--- config.mk ---
export PLATFORM = sky130hd
export DESIGN_NAME = ocr_fault_response
export DESIGN_NICKNAME = d
export VERILOG_FILES = /design/src/verilog/ocr_pkg.sv /design/src/verilog/ocr_fault_response.sv
export VERILOG_INCLUDE_DIRS = /design/src /design/src/verilog
export SDC_FILE = /design/constraint.sdc
export NUM_CORES = 1
export LEC_CHECK = 0
export BUFFER_PORTS_ARGS = -buffer_cell sky130_fd_sc_hd__buf_2
export CAP_MARGIN = 30
export CELL_PAD_IN_SITES_DETAIL_PLACEMENT = 0
export CELL_PAD_IN_SITES_GLOBAL_PLACEMENT = 1
export CORE_ASPECT_RATIO = 1.25
export CORE_MARGIN = 3
export CORE_UTILIZATION = 48
export DETAILED_ROUTE_END_ITERATION = 7
export GPL_TIMING_DRIVEN = 0
export PLACE_DENSITY = 0.78
export SYNTH_ARGS = -nofsm -noshare
export SYNTH_HDL_FRONTEND = slang
export SYNTH_SLANG_ARGS = --single-unit
--- constraint.sdc ---
create_clock -name core_clk -period 3.18 [get_ports core_clk]
set_input_delay 0.159 -clock core_clk [delete_from_list [all_inputs] [get_ports core_clk]]
set_output_delay 0.159 -clock core_clk [all_outputs]
set_load 0.01 [all_outputs]
--- src/verilog/ocr_defs.svh ---
// Offsets, field positions, reset values and codes of the fault block
`ifndef OCR_DEFS_SVH
`define OCR_DEFS_SVH

// ****************************************************************
// Serial bus addressing
// ****************************************************************
`define OCR_DEV_ADDR 7'h20
`define OCR_CMD_LIMIT 8'h46
`define OCR_CMD_SETUP 8'h47

// ****************************************************************
// Register reset values
// ****************************************************************
`define OCR_LIMIT_RST 16'h0000
`define OCR_SETUP_RST 8'hc0

// ****************************************************************
// Reaction setup fields
// ****************************************************************
`define OCR_RESP_HI 7
`define OCR_RESP_LO 6
`define OCR_RETRY_HI 5
`define OCR_RETRY_LO 3
`define OCR_DELAY_HI 2
`define OCR_DELAY_LO 0
`define OCR_RETRY_NONE 3'h0
`define OCR_RETRY_FOREVER 3'h7
`define OCR_DELAY_ONE 8'h01

// Linear format mantissa span and bit count of a bus byte
`define OCR_MANT_HI 10
`define OCR_BIT_LAST 4'h8

`endif

--- src/verilog/ocr_pkg.sv ---
// Types of the overcurrent fault response block
package ocr_pkg;

    // ****************************************************************
    // Reaction codes and state machines
    // ****************************************************************
    typedef enum logic [1:0] {
        RESP_IGNORE = 2'b00,
        RESP_COND = 2'b01,
        RESP_DELAY = 2'b10,
        RESP_SHUT = 2'b11
    } ocr_resp_t;

    typedef enum logic [2:0] {
        F_RUN = 3'b000,
        F_LIMIT = 3'b001,
        F_WAIT = 3'b010,
        F_LATCH = 3'b011,
        F_OFF = 3'b100
    } ocr_fstate_t;

    typedef enum logic [2:0] {
        B_IDLE = 3'b000,
        B_RX = 3'b001,
        B_ACK = 3'b010,
        B_TX = 3'b011,
        B_RACK = 3'b100
    } ocr_bstate_t;

    // ****************************************************************
    // Converter side carriers
    // ****************************************************************
    typedef struct packed {
        logic [15:0] current;
        logic voltLow;
        logic enableCmd;
        logic faultClear;
        logic otherFault;
        logic unitTick;
    } ocr_plant_in_t;

    typedef struct packed {
        logic outputEnable;
        logic currentLimit;
        logic ocFault;
        logic alertOut;
        logic alertDriveB;
    } ocr_plant_out_t;

    // ****************************************************************
    // Whole state of the block
    // ****************************************************************
    typedef struct packed {
        logic [1:0] clkSync;
        logic [1:0] datSync;
        logic clkLast;
        logic datLast;
        ocr_bstate_t bst;
        logic [3:0] bitCnt;
        logic [1:0] byteNum;
        logic readMode;
        logic [7:0] shiftIn;
        logic [7:0] shiftOut;
        logic [7:0] cmd;
        logic [7:0] limitLow;
        logic readIdx;
        logic masterAck;
        logic dataDriveB;
        logic [15:0] limit;
        logic [7:0] setup;
        ocr_fstate_t fst;
        logic [7:0] delayCnt;
        logic [2:0] attempts;
        ocr_plant_out_t out;
    } ocr_state_t;

endpackage

--- src/verilog/ocr_fault_response.sv ---
// Overcurrent fault response with its serial bus register port
`timescale 1ns/1ps
`include "ocr_defs.svh"

module ocr_fault_response (
    input wire logic core_clk,
    input wire logic rst_b,
    input wire logic pmbClkPin,
    input wire logic pmbDataIn,
    output logic pmbDataOut,
    output logic pmbDataDriveB,
    input wire ocr_pkg::ocr_plant_in_t plantIn,
    output ocr_pkg::ocr_plant_out_t plantOut
);

    ocr_pkg::ocr_state_t s_q;
    ocr_pkg::ocr_state_t s_d;

    logic clkRise;
    logic clkFall;
    logic startSeen;
    logic stopSeen;
    logic overCurrent;
    logic [7:0] delayUnits;
    logic [2:0] retryField;
    ocr_pkg::ocr_resp_t resp;

    // ****************************************************************
    // Decoded settings and line events
    // ****************************************************************

    // Edges come only from the second sync stage and its copy
    assign clkRise = s_q.clkSync[1] & ~s_q.clkLast;
    assign clkFall = ~s_q.clkSync[1] & s_q.clkLast;
    assign startSeen = s_q.clkSync[1] & s_q.clkLast
                       & s_q.datLast & ~s_q.datSync[1];
    assign stopSeen = s_q.clkSync[1] & s_q.clkLast
                      & ~s_q.datLast & s_q.datSync[1];

    // Mantissas compared directly; both sides share one exponent
    assign overCurrent = $signed(plantIn.current[`OCR_MANT_HI:0])
                         > $signed(s_q.limit[`OCR_MANT_HI:0]);

    // Power-of-two unit count from the three-bit code
    assign delayUnits = `OCR_DELAY_ONE
                        << s_q.setup[`OCR_DELAY_HI:`OCR_DELAY_LO];
    assign retryField = s_q.setup[`OCR_RETRY_HI:`OCR_RETRY_LO];
    assign resp = ocr_pkg::ocr_resp_t'(s_q.setup[`OCR_RESP_HI:`OCR_RESP_LO]);

    assign pmbDataOut = 1'b0;
    assign pmbDataDriveB = s_q.dataDriveB;
    assign plantOut = s_q.out;

    // ****************************************************************
    // Next state: bus slave and fault sequencer
    // ****************************************************************

    // Shutdown decision is shared by several reaction paths
    function automatic ocr_pkg::ocr_state_t shut_down(
        input ocr_pkg::ocr_state_t st,
        input logic [2:0] retries,
        input logic [7:0] units
    );
        ocr_pkg::ocr_state_t r;
        r = st;
        r.out.outputEnable = 1'b0;
        r.out.currentLimit = 1'b0;
        if (retries == `OCR_RETRY_NONE) begin
            r.fst = ocr_pkg::F_LATCH;
        end else if (retries != `OCR_RETRY_FOREVER
                     && st.attempts >= retries) begin
            r.fst = ocr_pkg::F_LATCH;
        end else begin
            r.fst = ocr_pkg::F_WAIT;
            r.delayCnt = units;
            if (retries != `OCR_RETRY_FOREVER) begin
                r.attempts = st.attempts + 3'h1;
            end
        end
        return r;
    endfunction

    always_comb begin
        s_d = s_q;
        // Two-stage pin synchronisers
        s_d.clkSync = {s_q.clkSync[0], pmbClkPin};
        s_d.datSync = {s_q.datSync[0], pmbDataIn};
        s_d.clkLast = s_q.clkSync[1];
        s_d.datLast = s_q.datSync[1];

        // Bus slave: start and stop override any byte in flight
        if (startSeen) begin
            s_d.bst = ocr_pkg::B_RX;
            s_d.bitCnt = 4'h0;
            s_d.byteNum = 2'h0;
            s_d.dataDriveB = 1'b1;
        end else if (stopSeen) begin
            s_d.bst = ocr_pkg::B_IDLE;
            s_d.dataDriveB = 1'b1;
        end else begin
            unique case (s_q.bst)
                ocr_pkg::B_IDLE: begin
                    s_d.dataDriveB = 1'b1;
                end
                ocr_pkg::B_RX: begin
                    if (clkRise && s_q.bitCnt != `OCR_BIT_LAST) begin
                        s_d.shiftIn = {s_q.shiftIn[6:0], s_q.datSync[1]};
                        s_d.bitCnt = s_q.bitCnt + 4'h1;
                    end else if (clkFall
                                 && s_q.bitCnt == `OCR_BIT_LAST) begin
                        s_d.bst = ocr_pkg::B_ACK;
                        s_d.dataDriveB = 1'b0;
                        if (s_q.byteNum == 2'h0) begin
                            if (s_q.shiftIn[7:1] == `OCR_DEV_ADDR) begin
                                s_d.readMode = s_q.shiftIn[0];
                                s_d.readIdx = 1'b0;
                            end else begin
                                s_d.bst = ocr_pkg::B_IDLE;
                                s_d.dataDriveB = 1'b1;
                            end
                        end else if (s_q.byteNum == 2'h1) begin
                            s_d.cmd = s_q.shiftIn;
                        end else if (s_q.byteNum == 2'h2) begin
                            if (s_q.cmd == `OCR_CMD_SETUP) begin
                                s_d.setup = s_q.shiftIn;
                            end
                            s_d.limitLow = s_q.shiftIn;
                        end else if (s_q.cmd == `OCR_CMD_LIMIT) begin
                            // Word takes effect only once whole
                            s_d.limit = {s_q.shiftIn, s_q.limitLow};
                        end
                        if (s_q.byteNum != 2'h3) begin
                            s_d.byteNum = s_q.byteNum + 2'h1;
                        end
                    end
                end
                ocr_pkg::B_ACK: begin
                    if (clkFall) begin
                        s_d.bitCnt = 4'h0;
                        if (s_q.readMode) begin
                            s_d.bst = ocr_pkg::B_TX;
                            s_d.shiftOut = (s_q.cmd == `OCR_CMD_SETUP)
                                ? s_q.setup
                                : (s_q.cmd == `OCR_CMD_LIMIT)
                                ? s_q.limit[7:0] : 8'h00;
                            s_d.dataDriveB = (s_q.cmd == `OCR_CMD_SETUP)
                                ? s_q.setup[7]
                                : (s_q.cmd == `OCR_CMD_LIMIT)
                                ? s_q.limit[7] : 1'b0;
                        end else begin
                            s_d.bst = ocr_pkg::B_RX;
                            s_d.dataDriveB = 1'b1;
                        end
                    end
                end
                ocr_pkg::B_TX: begin
                    if (clkFall) begin
                        s_d.bitCnt = s_q.bitCnt + 4'h1;
                        s_d.shiftOut = {s_q.shiftOut[6:0], 1'b0};
                        if (s_q.bitCnt == 4'h7) begin
                            s_d.bst = ocr_pkg::B_RACK;
                            s_d.dataDriveB = 1'b1;
                        end else begin
                            s_d.dataDriveB = s_q.shiftOut[6];
                        end
                    end
                end
                ocr_pkg::B_RACK: begin
                    if (clkRise) begin
                        s_d.masterAck = ~s_q.datSync[1];
                    end else if (clkFall) begin
                        // Master nack ends the read
                        if (s_q.masterAck) begin
                            s_d.bst = ocr_pkg::B_TX;
                            s_d.bitCnt = 4'h0;
                            s_d.readIdx = 1'b1;
                            s_d.shiftOut = (s_q.cmd == `OCR_CMD_LIMIT
                                            && !s_q.readIdx)
                                ? s_q.limit[15:8] : 8'h00;
                            s_d.dataDriveB = (s_q.cmd == `OCR_CMD_LIMIT
                                              && !s_q.readIdx)
                                ? s_q.limit[15] : 1'b0;
                        end else begin
                            s_d.bst = ocr_pkg::B_IDLE;
                        end
                    end
                end
                default: begin
                    s_d.bst = ocr_pkg::B_IDLE;
                    s_d.dataDriveB = 1'b1;
                end
            endcase
        end

        // Fault sequencer; command off and other faults win first
        if (!plantIn.enableCmd || plantIn.otherFault) begin
            s_d.fst = ocr_pkg::F_OFF;
            s_d.out.outputEnable = 1'b0;
            s_d.out.currentLimit = 1'b0;
            s_d.attempts = 3'h0;
        end else begin
            unique case (s_q.fst)
                ocr_pkg::F_RUN: begin
                    s_d.out.outputEnable = 1'b1;
                    if (overCurrent) begin
                        if (resp == ocr_pkg::RESP_SHUT) begin
                            s_d = shut_down(s_d, retryField,
                                            delayUnits);
                        end else begin
                            s_d.fst = ocr_pkg::F_LIMIT;
                            s_d.out.currentLimit = 1'b1;
                            s_d.delayCnt = delayUnits;
                        end
                    end
                end
                ocr_pkg::F_LIMIT: begin
                    if (!overCurrent) begin
                        s_d.fst = ocr_pkg::F_RUN;
                        s_d.out.currentLimit = 1'b0;
                    end else if (resp == ocr_pkg::RESP_COND
                                 && plantIn.voltLow) begin
                        s_d = shut_down(s_d, retryField,
                                        delayUnits);
                    end else if (resp == ocr_pkg::RESP_SHUT) begin
                        s_d = shut_down(s_d, retryField, delayUnits);
                    end else if (resp == ocr_pkg::RESP_DELAY
                                 && plantIn.unitTick) begin
                        if (s_q.delayCnt == `OCR_DELAY_ONE) begin
                            s_d = shut_down(s_d, retryField,
                                            delayUnits);
                        end else begin
                            s_d.delayCnt = s_q.delayCnt - 8'h01;
                        end
                    end
                end
                ocr_pkg::F_WAIT: begin
                    // Spacing between restart attempts
                    if (plantIn.unitTick) begin
                        if (s_q.delayCnt == `OCR_DELAY_ONE) begin
                            s_d.fst = ocr_pkg::F_RUN;
                            s_d.out.outputEnable = 1'b1;
                        end else begin
                            s_d.delayCnt = s_q.delayCnt - 8'h01;
                        end
                    end
                end
                ocr_pkg::F_LATCH: begin
                    if (plantIn.faultClear) begin
                        s_d.fst = ocr_pkg::F_RUN;
                        s_d.attempts = 3'h0;
                    end
                end
                ocr_pkg::F_OFF: begin
                    s_d.fst = ocr_pkg::F_RUN;
                end
                default: begin
                    s_d.fst = ocr_pkg::F_OFF;
                end
            endcase
        end

        // Sticky status and alert; a new fault beats a clear
        if (overCurrent) begin
            s_d.out.ocFault = 1'b1;
        end else if (plantIn.faultClear) begin
            s_d.out.ocFault = 1'b0;
        end
        s_d.out.alertOut = 1'b0;
        s_d.out.alertDriveB = ~s_d.out.ocFault;
    end

    // ****************************************************************
    // State register
    // ****************************************************************

    // Reset leaves the output off until the sequencer is enabled
    always_ff @(posedge core_clk or negedge rst_b) begin
        if (!rst_b) begin
            s_q <= '0;
            s_q.clkSync <= 2'h3;
            s_q.datSync <= 2'h3;
            s_q.clkLast <= 1'b1;
            s_q.datLast <= 1'b1;
            s_q.bst <= ocr_pkg::B_IDLE;
            s_q.dataDriveB <= 1'b1;
            s_q.limit <= `OCR_LIMIT_RST;
            s_q.setup <= `OCR_SETUP_RST;
            s_q.fst <= ocr_pkg::F_OFF;
            s_q.out.alertDriveB <= 1'b1;
        end else begin
            s_q <= s_d;
        end
    end

endmodule

==> reports/qor.csv <==
stage,metric,value,unit
run_status,run_status,finished clean,
timing,min_period_over_period,0.8755,
worst_setup_path,startpoint_type,register,
worst_hold_path,min_to,s_q[18],
timing,final-max-slew-violation-count,0,
cts,clkSinkCount,92,
die,core,10260,um^2
detailed_routing,vias,3984,
cts,cts_made_buffers,9,
worst_setup_path,r2r_setup_slack,0.40,ns
final_layout,multiInputGateArea,2603,um^2
worst_setup_path,cp_num_cells,10,
cts,htreeDepth,3,
global_routing,gr-total-overflow,0,
synthesis,syn_area,5142,um^2
synthesis,synth_cell_types,65,
final_layout,final-seq-area,2316,um^2
timing,setup_tns,0,ns
synthesis,synthTopCellsByCount,"dfrtp_1 (81), nand2_1 (55), mux2_2 (47)",
global_routing,grt_pass1_vias,3933,
worst_setup_path,worstPathCellList,"inv_1, ha_1, nand3b_1, nor3b_1, nand2_1, nor2_2, nand3b_2, nor2_1, buf_2, mux2_2",
synthesis,synth_top_flop_cell,dfrtp_1,
synthesis,yosys.area.top_type,dfrtp_1,
flow_run,maxCapViolCount,0,
detailed_routing,detail-route-antenna-nets,0,
worst_setup_path,worstSetupPathType,register to register,
global_routing,grt_antenna_before_repair,0,
worst_hold_path,hp-class,input pin to register,
synthesis,synth_edf_count,0,
die,die-area,12000,um^2
synthesis,synthArstFlopShare,1.000,
synthesis,ys_seq_elements,92,
synthesis,yosysSeqAreaShare,0.4504,
global_routing,track_usage,0.2057,
worst_setup_path,crit-reg2reg-launch,s_q[81],
power,ir_worst_vdd,0.0002787,V
final_layout,n_antenna_cell,0,
detailed_routing,firstDrtPassIters,4,
final_layout,areaGrowthSynthToFinish,12.43,%
worst_setup_path,required,3.41,ns
die,die_x,98.58,um
place,io_buffers,24,
die,start_util,0.5012,
cts,cts_tree,done,
timing,setup_violations,0,
timing,fmax,359.2,MHz
detailed_routing,drc,0,
global_routing,grt_pass1_wl,19560,um
place,finalWeightedCongestion,0.8620,
die,fp-row-count,41,
place,dp.final_hpwl,8666,um
synthesis,synthTopCellsByArea,"dfrtp_1 (39%), mux2_2 (10%), dfstp_2 (5.6%), ha_1 (5.6%), nand2_1 (4.0%)",
cts,clk_latency,0.34,ns
timing,hold_ws,0.04125,ns
cts,post_cts_buffers,0,
worst_setup_path,r2r_cells,10,
detailed_routing,post_drt_wl_per_cell,17.01,um
cts,clk_path_buf_depth,2,
power,power_leakage,2.518,nW
cts,clk_pin_slew_worst_paths,0.07,ns
worst_setup_path,end_kind,register,
worst_setup_path,critPathBufInv,2,
global_routing,grt_max_degree,51,
detailed_routing,wl,11840,um
worst_setup_path,cp_max_fo,10,
timing,finClkSkew,0.008115,ns
synthesis,syn_inst,522,
worst_setup_path,crit_path_max_incr_delay,0.40,ns
synthesis,synth_top_area_share,0.3942,
synthesis,syn_avg_cell_area,9.851,um^2
detailed_routing,dr.first_iter.drc_count,305,
worst_hold_path,min-delay-start,plantIn[1],
worst_setup_path,crit_arrival,3.02,ns
cts,cts_root_buf,clkbuf_16,
timing,min_period,2.784,ns
final_layout,fill_cells,952,
die,io-pin-count,32,
detailed_routing,vias_per_cell,5.724,
worst_setup_path,path_delay_family,simple AND/OR/NAND/NOR gates,
worst_setup_path,reg2reg_to,s_q[20],
die,die_h,121.7,um
timing,tightest_slew,0.8343,ns
timing,rsz0062_at_grt,no,
timing,finalHoldViolCount,0,
worst_hold_path,holdPathStages,3,
final_layout,drive_above_1_share,0.2134,
timing,slew-limit-headroom,0.4392,
power,powerDensity,470.5,nW/um^2
worst_setup_path,cp_slowest_cell,dfrtp_1,
synthesis,yosysMostFrequentCell,dfrtp_1,
final_layout,nets,610,
synthesis,ys.warnings.count,0,
## registers in the layout, indices dropped and copies added (netlist names)
| register | count |
|---|---|
| resp | 2 |
| plantOut | 4 |
| retryField | 3 |
| s_q | 82 |
| pmbDataDriveB | 1 |
## stage by stage
| step | power, mW | cells | setup WS [ns] | util | cell area [um^2] |
|---|---|---|---|---|---|
| final | 2.720 | 696 | 0.3961 | 0.5635 | 5782 |
| after global routing | 2.851 | 696 | 0.1185 | 0.5635 | 5782 |
| after CTS | 2.755 | 696 | 0.3710 | 0.5635 | 5782 |
| after detailed placement | 1.669 | 677 | 0.4104 | 0.5320 | 5458 |
| after global placement | 1.652 | 676 | 0.4252 | 0.5290 | 5428 |
| after floorplan | 1.537 | 523 | 0.7570 | - | 5146 |
## area by class of cell
cell class / instances / share of cell area
buffer: 24 / 0.02251
clock buffer: 11 / 0.04025
clock inverter: 5 / 0.01060
inverter: 26 / 0.01688
multi-input combinational: 381 / 0.4501
sequential: 92 / 0.4006
tap: 129 / 0.02792
timing repair buffer: 28 / 0.03116
## metal layers
metal  global-route usage  vias to the layer above  wire [um]
li1                     -                     1943          -
met2               0.3731                       76       6307
met5                    0                        -          0
met1               0.2411                     1944       4882
met4              0.08711                        0        299
met3              0.03150                       21        353
## repair_timing
item                                    CTS  global route
endpoints found under the setup margin    0             0
hold buffers                              3             0
endpoints found under the hold margin    36             0
resized for setup                         0             0
## how the worst max path moves through the flow
stage | from | to | slack, ns
2_1_floorplan | s_q[33] | s_q[9] | 0.76
3_3_place_gp | s_q[81] | retryField[0] | 0.43
3_5_place_dp | s_q[81] | s_q[20] | 0.41
4_1_cts | s_q[81] | s_q[20] | 0.37
5_1_grt | s_q[81] | retryField[0] | 0.12
6_report | s_q[81] | s_q[20] | 0.40
## kinds of logic (layout without fill, tap and decap cells)
logic type / after synthesis / after routing / share of synthesized area
muxes: 58 / 58 / 0.1243
AOI/OAI and AO/OA: 120 / 120 / 0.1492
other: 1 / 2 / 0.0007292
xor gates and xnor gates: 1 / 1 / 0.001703
adders and majority gates: 23 / 23 / 0.05596
and+or+nand+nor: 177 / 177 / 0.1735
DFF: 92 / 92 / 0.4504
buffers and inverters: 50 / 94 / 0.04428
## report_power, final
part           switching, mW  internal (mW)  leakage, nW
sequential            0.0613           1.23         1.23
combinational          0.208          0.149         1.16
clock                  0.461          0.613        0.132
total                  0.730           1.99         2.52
## placed cells by master, fill, tap and decap left out, drive strengths merged, types with 23 or more instances in the layout
master	instances
o21ai	46
nand2	55
nor2	47
ha	23
inv	27
a21oi	30
buf	37
mux2	47
dfrtp	81
clkbuf	23
## tightest hold or removal path, cell delays in order
cell	delay, ns
buf_2	0.08
nor2b_1	0.05
nand2_1	0.06
No activity file was read; power rests on OpenSTA's default activity.
